## src/rtl/link_state_regs_pkg.sv

```systemverilog
// Package: offsets, field layouts, codes and carrier types for the link/state register pair
`default_nettype none
package link_state_regs_pkg;
   localparam logic [11:0] LINK_STATUS_ADDR  = 12'h110;
   localparam logic [11:0] STATE_REQ_ADDR    = 12'h120;
   localparam logic [11:0] EVENT_REQ_ADDR    = 12'h220;
   localparam logic [11:0] SLAVE_CONFIG_ADDR = 12'h141;
   // Status field positions
   localparam int COMM_BIT_P0   = 9;
   localparam int LOOP_BIT_P0   = 8;
   localparam int LINK_BIT_P0   = 4;
   localparam int ENH_LINK_BIT  = 2;
   localparam int WDOG_BIT      = 1;
   localparam int HOST_OK_BIT   = 0;
   // Control field layout
   localparam int STATE_LSB     = 0;
   localparam int STATE_W       = 4;
   localparam int ERR_ACK_BIT   = 4;
   localparam logic [15:0] STATE_REQ_MASK  = 16'h001F;
   localparam logic [15:0] STATE_REQ_RESET = 16'h0001;
   localparam logic [15:0] STATUS_RESET    = 16'h0000;
   localparam int EMULATION_BIT = 0;
   localparam int LINK_EVENT_BIT = 0;
   localparam int STATE_EVENT_BIT = 0;
   typedef enum logic [3:0] {
      ST_INIT      = 4'h1,
      ST_PREOP     = 4'h2,
      ST_BOOTSTRAP = 4'h3,
      ST_SAFEOP    = 4'h4,
      ST_OP        = 4'h8
   } state_code_t;
   // One byte-wide access from either side
   typedef struct packed {
      logic        rd;
      logic        wr;
      logic [11:0] addr;
      logic [7:0]  wdata;
   } byte_access_t;
   // Per-port link indications
   typedef struct packed {
      logic [2:0] comm_ok;
      logic [2:0] loop_closed;
      logic [2:0] phy_link;
   } port_state_t;
endpackage : link_state_regs_pkg
`default_nettype wire

```

## src/rtl/state_request_mailbox.sv

```systemverilog
// State transition request register with mailbox lock and emulation copy
`default_nettype none
module state_request_mailbox
   import link_state_regs_pkg::*;
(
   input  wire logic        clk,
   input  wire logic        rst,
   input  wire logic        emulation,
   input  wire logic        net_wr_lo,
   input  wire logic        net_wr_hi,
   input  wire logic [7:0]  wdata,
   input  wire logic        host_rd,
   output logic [15:0]      value,
   output logic             locked,
   output logic             accepted,
   output logic [15:0]      mirror,
   output logic             mirror_wr
);
   logic [15:0] value_q;
   logic [15:0] value_d;
   logic        locked_q;
   logic        locked_d;
   logic        wr_any;
   logic        take;

   assign wr_any  = net_wr_lo | net_wr_hi;
   // Emulation ignores the lock entirely
   assign take    = wr_any & (emulation | ~locked_q);
   assign value_d = !take ? value_q :
                    net_wr_lo ? {value_q[15:8], wdata} & STATE_REQ_MASK :
                    {wdata, value_q[7:0]} & STATE_REQ_MASK;
   // An accepted write wins over a host read in the same cycle; a write refused by the lock does not
   assign locked_d = (take & ~emulation) ? 1'b1 :
                     host_rd ? 1'b0 : locked_q;

   always_ff @(posedge clk) begin
      if (rst) begin
         value_q  <= STATE_REQ_RESET;
         locked_q <= 1'b0;
      end else begin
         value_q  <= value_d;
         locked_q <= locked_d;
      end
   end

   assign value     = value_q;
   assign locked    = locked_q;
   assign accepted  = take;
   assign mirror    = value_d;
   assign mirror_wr = take & emulation;

   a_lock_holds: assert property (@(posedge clk) disable iff (rst)
      locked_q && !host_rd && !emulation && wr_any |=> $stable(value_q))
      else $error("locked request register changed");
   a_lock_release: assert property (@(posedge clk) disable iff (rst)
      host_rd && !(take && !emulation) |=> !locked_q)
      else $error("host read did not release lock");
endmodule : state_request_mailbox
`default_nettype wire

```

## src/rtl/link_state_regs.sv

```systemverilog
// Link-layer status and state-request registers seen from network and host sides
`default_nettype none
// Notes on behaviour
// - Bits 13, 11, 9 show stable communication on ports 2, 1, 0.
// - Bits 12, 10, 8 show loop closed (1) or open (0) per port.
// - Bits 6, 5, 4 show physical link on ports 2, 1, 0.
// - Bit 2 enhanced link: zero until first config load, then frozen.
// - Bit 1 is 1 while host watchdog reloaded, 0 once expired.
// - Bit 0 is 1 only when config loaded and host port operational.
// - Network read of status clears the link status event bit.
// - Multi-byte registers place low byte at the lower address.
// - Control bits 3:0 request state; codes 1,2,3,4,8; reset 1h.
// - Control bit 4 acknowledges error indication; resets to 0.
// - Without emulation, network writes lock until host reads register.
// - After reset a network write is accepted without host read.
// - Host read of 0120h or 0121h releases the lock.
// - With emulation, writes always taken and copied to application status.
// - Host read of control clears application-control event, 0220h bit 0.
// - Emulation chosen by config bit 0 at 0141h.
module link_state_regs
   import link_state_regs_pkg::*;
(
   // Clock and reset
   input  wire logic                          SYS_CLK_IN,
   input  wire logic                          RST_IN,
   // Network side byte access
   input  wire link_state_regs_pkg::byte_access_t NET_ACC_IN,
   output logic [7:0]                         NET_RDATA_OUT,
   output logic                               NET_WR_REFUSED_OUT,
   // Host side byte access
   input  wire link_state_regs_pkg::byte_access_t HOST_ACC_IN,
   output logic [7:0]                         HOST_RDATA_OUT,
   // Port and core conditions from the pins
   input  wire link_state_regs_pkg::port_state_t  PORT_STATE_IN,
   input  wire logic                          WDOG_RELOADED_IN,
   input  wire logic                          HOST_OPERATIONAL_IN,
   input  wire logic                          CFG_LOAD_DONE_IN,
   input  wire logic                          CFG_LOAD_OK_IN,
   input  wire logic                          CFG_ENH_LINK_IN,
   input  wire logic [7:0]                    SLAVE_CONFIG_IN,
   // Events and application status
   output logic                               LINK_STATUS_EVENT_OUT,
   output logic                               STATE_REQ_EVENT_OUT,
   output logic [15:0]                        STATE_REQ_OUT,
   output logic [15:0]                        APP_STATUS_MIRROR_OUT,
   output logic                               APP_STATUS_MIRROR_WR_OUT,
   output logic                               PROCESS_ACCESS_OK_OUT
);
   import link_state_regs_pkg::*;

   // Pin inputs pass two flops before use
   port_state_t ports_s1_q;
   port_state_t ports_q;
   logic [5:0]  misc_s1_q;
   logic [5:0]  misc_q;
   logic [7:0]  cfg_s1_q;
   logic [7:0]  cfg_q;

   always_ff @(posedge SYS_CLK_IN) begin
      if (RST_IN) begin
         ports_s1_q <= '0;
         ports_q    <= '0;
         misc_s1_q  <= '0;
         misc_q     <= '0;
         cfg_s1_q   <= '0;
         cfg_q      <= '0;
      end else begin
         ports_s1_q <= PORT_STATE_IN;
         ports_q    <= ports_s1_q;
         misc_s1_q  <= {CFG_ENH_LINK_IN, CFG_LOAD_OK_IN, CFG_LOAD_DONE_IN,
                        HOST_OPERATIONAL_IN, WDOG_RELOADED_IN, 1'b0};
         misc_q     <= misc_s1_q;
         cfg_s1_q   <= SLAVE_CONFIG_IN;
         cfg_q      <= cfg_s1_q;
      end
   end

   wire logic wdog_ok   = misc_q[1];
   wire logic host_op   = misc_q[2];
   wire logic load_done = misc_q[3];
   wire logic load_ok   = misc_q[4];
   wire logic enh_cfg   = misc_q[5];
   wire logic emulation = cfg_q[EMULATION_BIT];

   // Register select for a 16-bit register, either byte; address bit 0 is ignored
   function automatic logic hits(input logic [11:0] a, input logic [11:0] base);
      hits = (a[11:1] == base[11:1]);
   endfunction : hits

   // Enhanced link value taken over at the first load only
   logic enh_q;
   logic enh_taken_q;
   logic load_ok_q;
   wire logic first_load = load_done & ~enh_taken_q;

   always_ff @(posedge SYS_CLK_IN) begin
      if (RST_IN) begin
         enh_q       <= 1'b0;
         enh_taken_q <= 1'b0;
         load_ok_q   <= 1'b0;
      end else begin
         if (first_load) begin
            enh_q       <= enh_cfg;
            enh_taken_q <= 1'b1;
         end
         if (load_done) begin
            load_ok_q <= load_ok;
         end
      end
   end

   // Status word assembled from live port state
   logic [15:0] status_w;
   genvar p;
   generate
      for (p = 0; p < 3; p++) begin : g_port
         assign status_w[COMM_BIT_P0 + 2*p] = ports_q.comm_ok[p];
         assign status_w[LOOP_BIT_P0 + 2*p] = ports_q.loop_closed[p];
         assign status_w[LINK_BIT_P0 + p]   = ports_q.phy_link[p];
      end
   endgenerate
   assign status_w[15:14] = 2'b00;
   assign status_w[7]     = 1'b0;
   assign status_w[3]     = 1'b0;
   assign status_w[ENH_LINK_BIT] = enh_q;
   assign status_w[WDOG_BIT]     = wdog_ok;
   wire logic host_ok = load_ok_q & host_op;
   assign status_w[HOST_OK_BIT]  = host_ok;

   // Decode
   wire logic net_rd_status  = NET_ACC_IN.rd & hits(NET_ACC_IN.addr, LINK_STATUS_ADDR);
   wire logic net_rd_req     = NET_ACC_IN.rd & hits(NET_ACC_IN.addr, STATE_REQ_ADDR);
   wire logic net_wr_req     = NET_ACC_IN.wr & hits(NET_ACC_IN.addr, STATE_REQ_ADDR);
   wire logic net_wr_lo      = net_wr_req & ~NET_ACC_IN.addr[0];
   wire logic net_wr_hi      = net_wr_req & NET_ACC_IN.addr[0];
   wire logic host_rd_status = HOST_ACC_IN.rd & hits(HOST_ACC_IN.addr, LINK_STATUS_ADDR);
   wire logic host_rd_req    = HOST_ACC_IN.rd & hits(HOST_ACC_IN.addr, STATE_REQ_ADDR);
   wire logic host_rd_event  = HOST_ACC_IN.rd & (HOST_ACC_IN.addr == EVENT_REQ_ADDR);

   logic [15:0] req_value;
   logic        req_locked;
   logic        req_taken;
   logic [15:0] mirror_d;
   logic        mirror_wr_d;

   state_request_mailbox u_mailbox (
      .clk       (SYS_CLK_IN),
      .rst       (RST_IN),
      .emulation (emulation),
      .net_wr_lo (net_wr_lo),
      .net_wr_hi (net_wr_hi),
      .wdata     (NET_ACC_IN.wdata),
      .host_rd   (host_rd_req),
      .value     (req_value),
      .locked    (req_locked),
      .accepted  (req_taken),
      .mirror    (mirror_d),
      .mirror_wr (mirror_wr_d)
   );

   // Read data: odd address returns the high byte
   wire logic [7:0] net_rd_d  = net_rd_status ?
                                (NET_ACC_IN.addr[0] ? status_w[15:8] : status_w[7:0]) :
                                net_rd_req ?
                                (NET_ACC_IN.addr[0] ? req_value[15:8] : req_value[7:0]) :
                                8'h00;
   wire logic [7:0] host_rd_d = host_rd_status ?
                                (HOST_ACC_IN.addr[0] ? status_w[15:8] : status_w[7:0]) :
                                host_rd_req ?
                                (HOST_ACC_IN.addr[0] ? req_value[15:8] : req_value[7:0]) :
                                host_rd_event ? {7'h00, STATE_REQ_EVENT_OUT} :
                                8'h00;

   // Events: set wins over the clear in the same cycle
   logic [15:0] status_prev_q;
   wire logic status_changed = (status_w != status_prev_q);
   wire logic link_ev_d  = status_changed | (LINK_STATUS_EVENT_OUT & ~net_rd_status);
   wire logic state_ev_d = req_taken | (STATE_REQ_EVENT_OUT & ~host_rd_req);

   always_ff @(posedge SYS_CLK_IN) begin
      if (RST_IN) begin
         status_prev_q            <= STATUS_RESET;
         NET_RDATA_OUT            <= 8'h00;
         HOST_RDATA_OUT           <= 8'h00;
         NET_WR_REFUSED_OUT       <= 1'b0;
         LINK_STATUS_EVENT_OUT    <= 1'b0;
         STATE_REQ_EVENT_OUT      <= 1'b0;
         STATE_REQ_OUT            <= STATE_REQ_RESET;
         APP_STATUS_MIRROR_OUT    <= STATE_REQ_RESET;
         APP_STATUS_MIRROR_WR_OUT <= 1'b0;
         PROCESS_ACCESS_OK_OUT    <= 1'b0;
      end else begin
         status_prev_q            <= status_w;
         NET_RDATA_OUT            <= net_rd_d;
         HOST_RDATA_OUT           <= host_rd_d;
         NET_WR_REFUSED_OUT       <= net_wr_req & ~req_taken;
         LINK_STATUS_EVENT_OUT    <= link_ev_d;
         STATE_REQ_EVENT_OUT      <= state_ev_d;
         STATE_REQ_OUT            <= req_value;
         APP_STATUS_MIRROR_OUT    <= mirror_wr_d ? mirror_d : APP_STATUS_MIRROR_OUT;
         APP_STATUS_MIRROR_WR_OUT <= mirror_wr_d;
         PROCESS_ACCESS_OK_OUT    <= host_ok;
      end
   end

   a_link_ev_clear: assert property (@(posedge SYS_CLK_IN) disable iff (RST_IN)
      net_rd_status && !status_changed |=> !LINK_STATUS_EVENT_OUT)
      else $error("status read left link event set");
   a_state_ev_clear: assert property (@(posedge SYS_CLK_IN) disable iff (RST_IN)
      host_rd_req && !req_taken |=> !STATE_REQ_EVENT_OUT)
      else $error("host read left state event set");
   a_emul_accept: assert property (@(posedge SYS_CLK_IN) disable iff (RST_IN)
      net_wr_req && emulation |=> APP_STATUS_MIRROR_WR_OUT ##1
      APP_STATUS_MIRROR_OUT == STATE_REQ_OUT)
      else $error("emulation write not mirrored");
   a_host_ok_gate: assert property (@(posedge SYS_CLK_IN) disable iff (RST_IN)
      PROCESS_ACCESS_OK_OUT |-> $past(load_ok_q) && $past(host_op))
      else $error("process access granted without load");
   a_enh_frozen: assert property (@(posedge SYS_CLK_IN) disable iff (RST_IN)
      enh_taken_q |=> $stable(enh_q))
      else $error("enhanced link bit changed after load");
   a_reserved_zero: assert property (@(posedge SYS_CLK_IN) disable iff (RST_IN)
      STATE_REQ_OUT[15:5] == 11'h000)
      else $error("reserved control bits nonzero");
   a_refuse_locked: assert property (@(posedge SYS_CLK_IN) disable iff (RST_IN)
      net_wr_req && req_locked && !emulation |=> NET_WR_REFUSED_OUT)
      else $error("locked write not refused");
   a_reset_writable: assert property (@(posedge SYS_CLK_IN)
      $fell(RST_IN) |-> !req_locked)
      else $error("mailbox locked after reset");
   a_comm_bit: assert property (@(posedge SYS_CLK_IN) disable iff (RST_IN)
      status_w[13] == ports_q.comm_ok[2] && status_w[12] == ports_q.loop_closed[2])
      else $error("port 2 status bits misplaced");
   a_link_bit: assert property (@(posedge SYS_CLK_IN) disable iff (RST_IN)
      status_w[6:4] == ports_q.phy_link && status_w[1] == wdog_ok)
      else $error("link or watchdog bit misplaced");
   // Event sources must raise their flag one cycle later
   a_link_ev_set: assert property (@(posedge SYS_CLK_IN) disable iff (RST_IN)
      status_changed |=> LINK_STATUS_EVENT_OUT)
      else $error("status change did not raise link event");
   a_state_ev_set: assert property (@(posedge SYS_CLK_IN) disable iff (RST_IN)
      req_taken |=> STATE_REQ_EVENT_OUT)
      else $error("accepted write did not raise state event");
   a_taken_not_refused: assert property (@(posedge SYS_CLK_IN) disable iff (RST_IN)
      net_wr_req && req_taken |=> !NET_WR_REFUSED_OUT)
      else $error("accepted write reported as refused");
   a_req_out_follows: assert property (@(posedge SYS_CLK_IN) disable iff (RST_IN)
      !req_taken |=> STATE_REQ_OUT == $past(req_value))
      else $error("request output lags internal value");
   // Before the first load the enhanced link bit must stay clear
   a_enh_zero_early: assert property (@(posedge SYS_CLK_IN) disable iff (RST_IN)
      !enh_taken_q |-> !enh_q)
      else $error("enhanced link bit set before load");
   a_status_reserved: assert property (@(posedge SYS_CLK_IN) disable iff (RST_IN)
      status_w[15:14] == 2'b00 && !status_w[7] && !status_w[3])
      else $error("reserved status bits nonzero");
   a_mirror_hold: assert property (@(posedge SYS_CLK_IN) disable iff (RST_IN)
      !mirror_wr_d |=> $stable(APP_STATUS_MIRROR_OUT))
      else $error("application status copy changed without write");
   a_host_ok_follow: assert property (@(posedge SYS_CLK_IN) disable iff (RST_IN)
      load_ok_q && host_op |=> PROCESS_ACCESS_OK_OUT)
      else $error("process access not granted when ready");
endmodule : link_state_regs
`default_nettype wire

```

## config.mk

```make
export PLATFORM = sky130hd
export DESIGN_NAME = link_state_regs
export DESIGN_NICKNAME = d
export VERILOG_FILES = /design/src/rtl/link_state_regs_pkg.sv /design/src/rtl/state_request_mailbox.sv /design/src/rtl/link_state_regs.sv
export SDC_FILE = /design/constraint.sdc
export NUM_CORES = 1
export LEC_CHECK = 0
export CAP_MARGIN = 25
export CORE_MARGIN = 3
export CORE_UTILIZATION = 25
export CTS_CLUSTER_SIZE = 24
export DETAILED_ROUTE_END_ITERATION = 10
export DONT_BUFFER_PORTS = 1
export PLACE_DENSITY = 0.38
export RECOVER_POWER = 25
export SYNTH_ARGS = -nofsm -noshare
export SYNTH_HDL_FRONTEND = slang
export SYNTH_HIERARCHICAL = 1
export SYNTH_SLANG_ARGS = --single-unit
```

## constraint.sdc

```tcl
create_clock -name SYS_CLK_IN -period 3.1 [get_ports SYS_CLK_IN]
set_input_delay 0.465 -clock SYS_CLK_IN [delete_from_list [all_inputs] [get_ports SYS_CLK_IN]]
set_output_delay 0.465 -clock SYS_CLK_IN [all_outputs]
set_load 0.03 [all_outputs]
```

## Yosys cells after proc, flatten, opt, wreduce, memory -nomap -nowiden

Cells that the tools add are included.

| operators by class | value |
|---|---|
| bitwise logic cells | 27 |
| equality and inequality tests | 6 |
| reductions and logical operators | 1 |
| mux-type cells | 13 |

Operators by type and width:

| operator | number |
|---|---|
| $mux 8 | 6 |
| $eq 11x8->1 const B | 4 |
| $and 1x1->1 | 16 |
| $mux 16 | 1 |
| $ne 14x16->1 | 1 |
| $mux 7 | 2 |
| $eq 12x10->1 const B | 1 |
| $not 1->1 | 7 |
| $mux 5 | 1 |
| $or 1x1->1 | 4 |
| $mux 1 | 3 |
| $reduce_bool 2->1 | 1 |

| storage, ports and cells | value |
|---|---|
| bits of input ports | 68 |
| word-level logic and storage cells | 74 |
| output and inout bits | 53 |
| register bits | 121 |

## Longest topological paths before layout

Gate-level depths: netlist of the first run.

| logic depth | value |
|---|---|
| depth in word-level cells | 7 |
| gate-level depth with buffers | 10 |
| mapped depth without buffers | 9 |

## Hierarchy

The synthesis of the first run kept the hierarchy.

By module, submodules not included:

| module | seq. area each (µm²) | times used | cells each | area an instance (µm²) |
|---|---|---|---|---|
| link_state_regs | 1941.9 | 1 | 319 | 3449.6 |
| state_request_mailbox | 340.3 | 1 | 74 | 748.2 |

## Worst setup path after synthesis of the first run

OpenSTA, ideal clock, no wires.

| timing | value |
|---|---|
| kind | input port to flip-flop |
| from | input port NET_ACC_IN[11] (netlist name) |
| to | register APP_STATUS_MIRROR_OUT[11] |
| library setup time | 128 ps |
| stages on the path | 10 |
| required time | 2972 ps |
| buffers on the path | 2 |
| data arrival time | 2391 ps |
| path slack | 581 ps |
| cell sequence | nor3_1 > and4b_1 > nand3_1 > nor2_1 > or2_1 > and2_1 > buf_2 > buf_2 > mux2i_1 > nor2_1 |

| between the ends | value |
|---|---|
| cells in the longest elaborated chain, start to end | 6 |
| elaborated cells between the ends (all ways) | 8 |
| those cells by class | eq/ne (1); mux (1); bitwise (6) |

Ends and longest elaborated chain:

| what | RTL line | RTL |
|---|---|---|
| start, declared | link_state_regs.sv:27 | `input wire link_state_regs_pkg::byte_access_t NET_ACC_IN,` |
| $eq 11x8->1 | link_state_regs.sv:87 | `hits = (a[11:1] == base[11:1]);` |
| $and 1x1->1 | link_state_regs.sv:133 | `wire logic net_wr_req = NET_ACC_IN.wr & hits(NET_ACC_IN.addr, STATE_REQ_ADDR);` |
| $and 1x1->1 | link_state_regs.sv:134 | `wire logic net_wr_lo = net_wr_req & ~NET_ACC_IN.addr[0];` |
| named net net_wr_lo | link_state_regs.sv:134 |  |
| $or 1x1->1 | state_request_mailbox.sv:26 | `assign wr_any = net_wr_lo \| net_wr_hi;` |
| $and 1x1->1 | state_request_mailbox.sv:28 | `assign take = wr_any & (emulation \| ~locked_q);` |
| $and 1x1->1 | state_request_mailbox.sv:50 | `assign mirror_wr = take & emulation;` |
| named net mirror_wr_d | link_state_regs.sv:144 | `logic mirror_wr_d;` |
| end signal, assigned | link_state_regs.sv:200 | `APP_STATUS_MIRROR_OUT <= mirror_wr_d ? mirror_d : APP_STATUS_MIRROR_OUT;` |
| end, declared | link_state_regs.sv:45 | `output logic [15:0] APP_STATUS_MIRROR_OUT,` |

The timed path passes the listed nets, and every way through them passes these cells.
A chain may end at the register's enable or synchronous reset.

## Worst setup path in the final report of the first run

| timing | value |
|---|---|
| from | input port NET_ACC_IN[11] (netlist name) |
| to | register APP_STATUS_MIRROR_OUT[11] |

| between the ends | value |
|---|---|
| cells in the longest elaborated chain, start to end | 6 |
| elaborated cells between the ends (all ways) | 8 |
| those cells by class | eq/ne (1); mux (1); bitwise (6) |

Ends and longest elaborated chain:

| what | RTL line | RTL |
|---|---|---|
| $eq 11x8->1 | link_state_regs.sv:87 |  |
| $and 1x1->1 | link_state_regs.sv:133 |  |
| $and 1x1->1 | link_state_regs.sv:134 |  |
| named net net_wr_lo | link_state_regs.sv:134 |  |
| $or 1x1->1 | state_request_mailbox.sv:26 |  |
| $and 1x1->1 | state_request_mailbox.sv:28 |  |
| named net req_taken | link_state_regs.sv:142 | `logic req_taken;` |
| $mux 16 | state_request_mailbox.sv:29 | `assign value_d = !take ? value_q :` |
| named net mirror_d[11] | link_state_regs.sv:143 | `logic [15:0] mirror_d;` |

The timed path passes the listed nets, and every way through them passes these cells.

==> impl_metrics.json, run 1 <==
{
  "core-area_mm2": 0.01617,
  "tritoncts_num_sinks": 114,
  "synth_seq_cells": 114,
  "crit_top_cell": "nor2_1",
  "grt_first_pass_wirelength_um": 15850,
  "cp.buffers_inverters": 0,
  "synth_flop_cell": "dfxtp_1",
  "worst_ep_arrival_time_ns": 2.39,
  "grt_pass1_vias": 2753,
  "timing.critical_path.cells": "nor3_1 -> and4b_1 -> nand3_1 -> nor2_1 -> or2_1 -> and2_1 -> nor2b_1 -> mux2i_1 -> nor2_1",
  "core.rowCount": 46,
  "outcome": "completed",
  "antenna_left": 0,
  "synth.avg_cell_area_um2": 10.68,
  "cpPeakStageDelay_ns": 0.50,
  "finalSetupViolCount": 0,
  "h-tree-depth": 4,
  "area_added_between_synthesis_and_finish_pct": 19.34,
  "detailed_route_wl_um": 10290,
  "design_power_total_mw": 3.650,
  "clk_transition_reported_paths_ns": 0.05,
  "post-route-period-util_pct": 67.51,
  "clk_buf_depth": 2,
  "tritoncts.num_buffers": 17,
  "antenna_cells": 0,
  "ff_latch_area_mm2": 0.002282,
  "met2RoutedLength_um": 4441,
  "slew_headroom_pct": 53.14,
  "cts_post_setup_buffers_inserted": 0,
  "insertion_delay_ns": 0.41,
  "vdd.ir_drop.worst_uv": 353.0,
  "fp.dieArea_mm2": 0.01838,
  "crit_path_max_fanout": 13,
  "synthCells": 393,
  "drt_drc_violations_left": 0,
  "synth_seq_area_share_pct": 54.37,
  "detail_route.iter0.violations": 97,
  "crit_family": "simple AND/OR/NAND/NOR gates",
  "post_synth_num_cell_types": 45,
  "routed.top_layer": "met5",
  "power_per_cell_area_mw_per_mm2": 728.6,
  "grt_max_degree": 103,
  "numPlacedInstances": 590,
  "dpl_worst_slack_ns": 0.5587,
  "final_nets": 461,
  "floorplan.initialDensity_pct": 25.96,
  "ctsResizeCount": 0,
  "drive_above_1_share_pct": 10.89,
  "hold_viol_final": 0,
  "dr_wl_met3_um": 925,
  "end_kind": "flip-flop",
  "filler_cell_count": 1647,
  "leakage_nw": 1.887,
  "portBuffers": 0,
  "finalWorstSetupSlack_ns": 1.007,
  "timing.setup.critical_path_class": "input port to flip-flop",
  "setup.worst_path.start_class": "input port",
  "syn_nets": 461,
  "groute.usage.overall_pct": 11.63,
  "stdcell_area_mm2": 0.005010,
  "synth.cell_area_mm2": 0.004198,
  "number_of_max_slew_violations_in_the_final_report": 0,
  "multi_input_comb_area_mm2": 0.001797,
  "drt_pre_antenna_iters": 4,
  "tritoncts": "built",
  "grt_setup_unrepaired": "no",
  "post-route-min-period_ns": 2.093,
  "post_drt_via_cell_ratio": 4.324,
  "async_flop_share_pct": 0,
  "die_width_um": 135.6,
  "die_height_um": 135.6,
  "ctsRootBufferMaster": "clkbuf_16",
  "post_route_setup_tns_ns": 0,
  "detail_route.wl_per_cell_um": 16.60,
  "synth_edf_count": 0,
  "antenna_found_initial": 1,
  "cp.required_ns": 3.40,
  "placedInstanceArea_mm2": 0.004375,
  "worst_pin_slew_ns": 0.7029,
  "worst_clock_skew_on_the_final_layout_ns": 0.007847,
  "io_pins": 121,
  "place_hpwl_um": 7107,
  "gr-total-overflow": 0,
  "worst_min_delay_path_category": "input port to flip-flop",
  "maxCapViolCount": 0,
  "routed-via-count": 2681,
  "wl_met1_um": 4767,
  "cpMaxStageDelayCell": "and2_1",
  "cts-hold-fix-buffers": 0,
  "finalWeightedCongestion": 0.7332,
  "fmax_mhz": 477.8,
  "finalNonFillerCells": 620,
  "synth-warning-count": 6
}
-- cells in the final DEF (no fill, tap or decap), types with 2 or more instances in the layout --
cell,count
buf_4,2
a21o_1,2
xor2_1,8
mux2i_1,38
nand3_1,2
nand4_1,4
clkinvlp_4,2
clkbuf_16,17
clkbuf_8,4
inv_1,3
o22ai_1,5
nor3_1,4
and2_1,13
a211o_1,2
nand2b_1,8
or2_1,2
dfxtp_1,114
nor2_1,35
xnor2_1,4
nand4b_1,4
mux2_4,4
bufinv_16,4
a21oi_1,7
nand2_1,9
nor4b_4,2
nor2b_1,71
o21ai_0,7
clkinv_2,2
o32a_1,5
nor4_1,3
-- area by class of cell --
cell class | count | area share (%)
Sequential cell | 114 | 45.55
Clock buffer | 21 | 9.590
Inverter | 3 | 0.2248
Timing Repair Buffer | 2 | 0.2997
Multi-Input combinational cell | 255 | 35.86
Clock inverter | 9 | 3.072
Tap cell | 216 | 5.395
-- flip-flops by register name (all words and copies together), names as in the netlist, 5 cells and up --
name	count
APP_STATUS_MIRROR_OUT	16
ports_q	9
u_mailbox/value	16
NET_RDATA_OUT	8
STATE_REQ_OUT	16
misc_s1_q	5
status_prev_q	12
misc_q	5
HOST_RDATA_OUT	8
ports_s1_q	9
-- layer usage --
layer	vias to the layer above	track usage, %
met5	-	0
met4	2	4.031
met3	15	6.018
met2	97	16.57
met1	1258	15.06
li1	1309	-
-- logic make-up (layout without fill, tap and decap cells) --
family | Yosys count | count (layout) | share of synthesized area (%)
flip-flops | 114 | 114 | 54.37
XOR/XNOR | 12 | 12 | 2.504
AND/OR/NAND/NOR | 170 | 170 | 24.86
multiplexers | 42 | 42 | 10.49
buffers and inverters | 24 | 35 | 2.832
AO/OA/AOI/OAI | 31 | 31 | 4.948
-- path summary, 6_finish.rpt --
kind	start	endpoint	slack [ns]	cells past startpoint
max	NET_ACC_IN[11]	APP_STATUS_MIRROR_OUT[11]	1.01	9
min	RST_IN	APP_STATUS_MIRROR_WR_OUT	0.13	1
max reg2reg	ports_q[5]	LINK_STATUS_EVENT_OUT	1.62	4
min reg2reg	misc_s1_q[1]	misc_q[1]	0.44	1
-- synthesized netlist by cell type (2+ instances only) --
| library cell | number | area (um^2) |
|---|---|---|
| clkbuf_1 | 8 | 30.03 |
| dfxtp_1 | 114 | 2282 |
| nand2b_1 | 8 | 50.05 |
| buf_2 | 8 | 40.04 |
| nor2_1 | 35 | 131.4 |
| or2_1 | 2 | 12.51 |
| mux2_4 | 4 | 60.06 |
| inv_1 | 3 | 11.26 |
| nor4b_4 | 2 | 47.55 |
| nand3_1 | 2 | 10.01 |
| xor2_1 | 8 | 70.07 |
| buf_6 | 2 | 22.52 |
| and2_1 | 13 | 81.33 |
| a211o_1 | 2 | 17.52 |
| nor3_1 | 4 | 20.02 |
| o32a_1 | 5 | 50.05 |
| nand2_1 | 9 | 33.78 |
| o22ai_1 | 5 | 31.28 |
| a21oi_1 | 7 | 35.03 |
| nor2b_1 | 71 | 444.2 |
| xnor2_1 | 4 | 35.03 |
| nor4_1 | 3 | 18.77 |
| nand4b_1 | 4 | 35.03 |
| a21o_1 | 2 | 15.01 |
| buf_1 | 2 | 7.510 |
| nand4_1 | 4 | 25.02 |
| o21ai_0 | 7 | 35.03 |
| mux2i_1 | 38 | 380.4 |
-- metrics by stage --
step                hold WS (ns)  utilization [%]
floorplan                 0.4138                -
global placement          0.4308            27.05
detailed placement        0.4278            27.05
CTS                       0.1065            30.98
global route              0.1090            30.98
finish                    0.1338            30.98
-- power breakdown --
| group | internal, mW | total [mW] | switching (mW) |
|---|---|---|---|
| combinational | 0.0377 | 0.0620 | 0.0243 |
| clock | 1.42 | 2.08 | 0.663 |
| sequential | 1.49 | 1.51 | 0.0154 |
Power figures use the tool's default switching activity.
==> run 2: changes to the inputs <==
--- a/config.mk
+++ b/config.mk
@@ -11,7 +11,7 @@
 export CTS_CLUSTER_SIZE = 24
 export DETAILED_ROUTE_END_ITERATION = 10
 export DONT_BUFFER_PORTS = 1
-export PLACE_DENSITY = 0.38
+export PLACE_DENSITY = 0.4
 export RECOVER_POWER = 25
 export SYNTH_ARGS = -nofsm -noshare
 export SYNTH_HDL_FRONTEND = slang
==> constraint.sdc (replaced) <==
create_clock -name SYS_CLK_IN -period 1.8 [get_ports SYS_CLK_IN]
set_input_delay 0.27 -clock SYS_CLK_IN [delete_from_list [all_inputs] [get_ports SYS_CLK_IN]]
set_output_delay 0.27 -clock SYS_CLK_IN [all_outputs]
set_load 0.03 [all_outputs]
==> run 2 against run 1 <==
  * The flow now finishes with violations (max-capacitance violations, max-slew violations)
  * Total power grew 72%
  * Wire length increased by 0.56%
  * Final cell count grew 6.3%
  * Worst setup slack worse by 0.81 ns
  * Register-to-register slack got worse by 1.3 ns
  * Die area unchanged
  * Combinational power increased to 2.6 times the previous value
  * Worst hold slack lost 0.12 ns
  * Clock skew is 0.0021 ns higher
  * Clock-buffer cell count stayed put
  * First-iteration DRC count up 5.2%
  * Critical path depth unchanged
  * Largest cell class unchanged
  * Largest power group unchanged
==> impl_metrics.json, run 2 (synthesis results as in run 1) <==
{
  "outcome": "complete, but fails checks",
  "failed_checks": "max-capacitance violations, max-slew violations",
  "hold_path.startpoint": "HOST_ACC_IN[14]",
  "crit_path_max_fanout": 3,
  "cp.required_ns": 2.15,
  "crit_family": "simple AND/OR/NAND/NOR gates",
  "hold_viol_final": 0,
  "gr-total-overflow": 0,
  "io_pins": 121,
  "finalSetupViolCount": 0,
  "worst_min_delay_path_category": "input port to flip-flop",
  "reg2reg_from": "ports_q[2]",
  "die_height_um": 135.6,
  "post_route_setup_tns_ns": 0,
  "portBuffers": 0,
  "grt_pass1_vias": 2807,
  "cpPeakStageDelay_ns": 0.56,
  "maxCapViolCount": 1,
  "antenna_cells": 0,
  "grt_max_degree": 79,
  "number_of_max_slew_violations_in_the_final_report": 79,
  "finalWeightedCongestion": 0.7012,
  "groute.usage.overall_pct": 11.90,
  "h-tree-depth": 4,
  "regToRegSetupSlack_ns": 0.32,
  "placedInstanceArea_mm2": 0.004522,
  "core-area_mm2": 0.01617,
  "antenna_left": 0,
  "detail_route.wl_per_cell_um": 15.71,
  "tritoncts": "built",
  "ctsResizeCount": 0,
  "power_frac_clock_pct": 56.2,
  "antenna_found_initial": 0,
  "die_width_um": 135.6,
  "cpMaxStageDelayCell": "dlygate4sd3_1",
  "detail_route.iter0.violations": 102,
  "post-route-period-util_pct": 89.14,
  "tritoncts_num_sinks": 114,
  "drive_above_1_share_pct": 13.54,
  "most_common_cell_after_layout_fill_and_taps_aside": "dfxtp_1",
  "intPower_mw": 5.067,
  "ctsRootBufferMaster": "clkbuf_16",
  "floorplan.initialDensity_pct": 25.96,
  "cp.buffers_inverters": 2,
  "core.rowCount": 46,
  "fmax_mhz": 623.2,
  "power_per_cell_area_mw_per_mm2": 1165,
  "clk_transition_reported_paths_ns": 0.06,
  "drt_pre_antenna_iters": 4,
  "vdd.ir_drop.worst_uv": 721.2,
  "worst_ep_arrival_time_ns": 1.95,
  "finalWorstSetupSlack_ns": 0.1954,
  "routed-via-count": 2794,
  "post-route-min-period_ns": 1.605,
  "grt_setup_unrepaired": "no",
  "stdcell_area_mm2": 0.005401,
  "timing.critical_path.from": "NET_ACC_IN[11]",
  "setup.worst_path.start_class": "input port",
  "most-common-layout-cells": "114 x dfxtp_1, 71 x nor2b_1, 38 x mux2i_1",
  "timing.critical_path.cells": "nor3_4 -> and4b_1 -> nand3_2 -> nor2_4 -> or2_1 -> buf_4 -> nand2_1 -> a21oi_1 -> dlygate4sd3_1",
  "detailed_route_wl_um": 10350,
  "place_hpwl_um": 7060,
  "area_added_between_synthesis_and_finish_pct": 28.67,
  "p_sw_share_pct": 19.49,
  "filler_cell_count": 1661,
  "final_nets": 500,
  "insertion_delay_ns": 0.41,
  "post_drt_via_cell_ratio": 4.240,
  "timing.setup.critical_path_class": "input port to flip-flop",
  "clk_buf_depth": 2,
  "worst_pin_slew_ns": 1.677,
  "worst_clock_skew_on_the_final_layout_ns": 0.009924,
  "fp.dieArea_mm2": 0.01838,
  "leakage_nw": 2.095,
  "slew_headroom_pct": -11.82,
  "drt_drc_violations_left": 0,
  "dpl_worst_slack_ns": -0.09510,
  "grt_first_pass_wirelength_um": 16200,
  "power.share.combinational_pct": 2.6,
  "net-switching-power_mw": 1.227,
  "end_kind": "flip-flop",
  "utilization_pct": 33.40,
  "pwr-share-seq_pct": 41.2,
  "tritoncts.num_buffers": 17
}
-- run 2: layout make-up --
class / count / area [um^2] / share of cell area, %
tap: 216 / 270.3 / 5.003
multi-input combinational: 255 / 1821 / 33.70
clock inverter: 9 / 153.9 / 2.849
timing repair buffer: 41 / 392.9 / 7.274
clock buffer: 21 / 470.5 / 8.710
sequential: 114 / 2282 / 42.25
inverter: 3 / 11.26 / 0.2085
-- run 2: worst paths after layout --
path	depth (start not counted)	end
max	9	u_mailbox/locked
min	3	HOST_RDATA_OUT[0]
max reg2reg	4	HOST_RDATA_OUT[6]
min reg2reg	1	misc_q[4]
-- run 2: repair_timing --
| action | 4_1_cts | 5_1_grt |
|---|---|---|
| buffers inserted | 0 | 0 |
| endpoints found under the hold margin | 91 | 0 |
| hold buffers | 26 | 0 |
-- run 2: per-layer routing --
layer | vias to the layer above | share of wire [%] | track usage [%]
li1 | 1402 | - | -
met1 | 1311 | 42 | 13.68
met2 | 69 | 49 | 19.66
met3 | 12 | 6.6 | 4.643
met4 | 0 | 1.6 | 5.207
met5 | - | 0 | 0
-- run 2: worst reg2reg max path, stage by stage (launching register included) --
cell,delay [ns]
dfxtp_1,0.44
nand2b_1,0.08
o32a_1,0.28
nor2_1,0.08
dlygate4sd3_1,0.54
-- run 2: through the flow --
stage	hold slack [ns]	total power, mW	std cells
floorplan	0.3982	2.775	393
global placement	0.3509	2.759	603
detailed placement	0.3508	2.760	603
CTS	0.004271	6.392	659
global route	0.01790	6.529	659
finish	0.01830	6.294	659
-- run 2: power groups by stage --
| stage | logic (mW) | registers [mW] | clock network (mW) |
|---|---|---|---|
| 5_1_grt | 0.182 | 2.60 | 3.75 |
| 3_3_place_gp | 0.111 | 2.65 | 0 |
| 6_report | 0.163 | 2.59 | 3.54 |
| 3_5_place_dp | 0.112 | 2.65 | 0 |
| 4_1_cts | 0.172 | 2.59 | 3.63 |
| 2_1_floorplan | 0.137 | 2.64 | 0 |
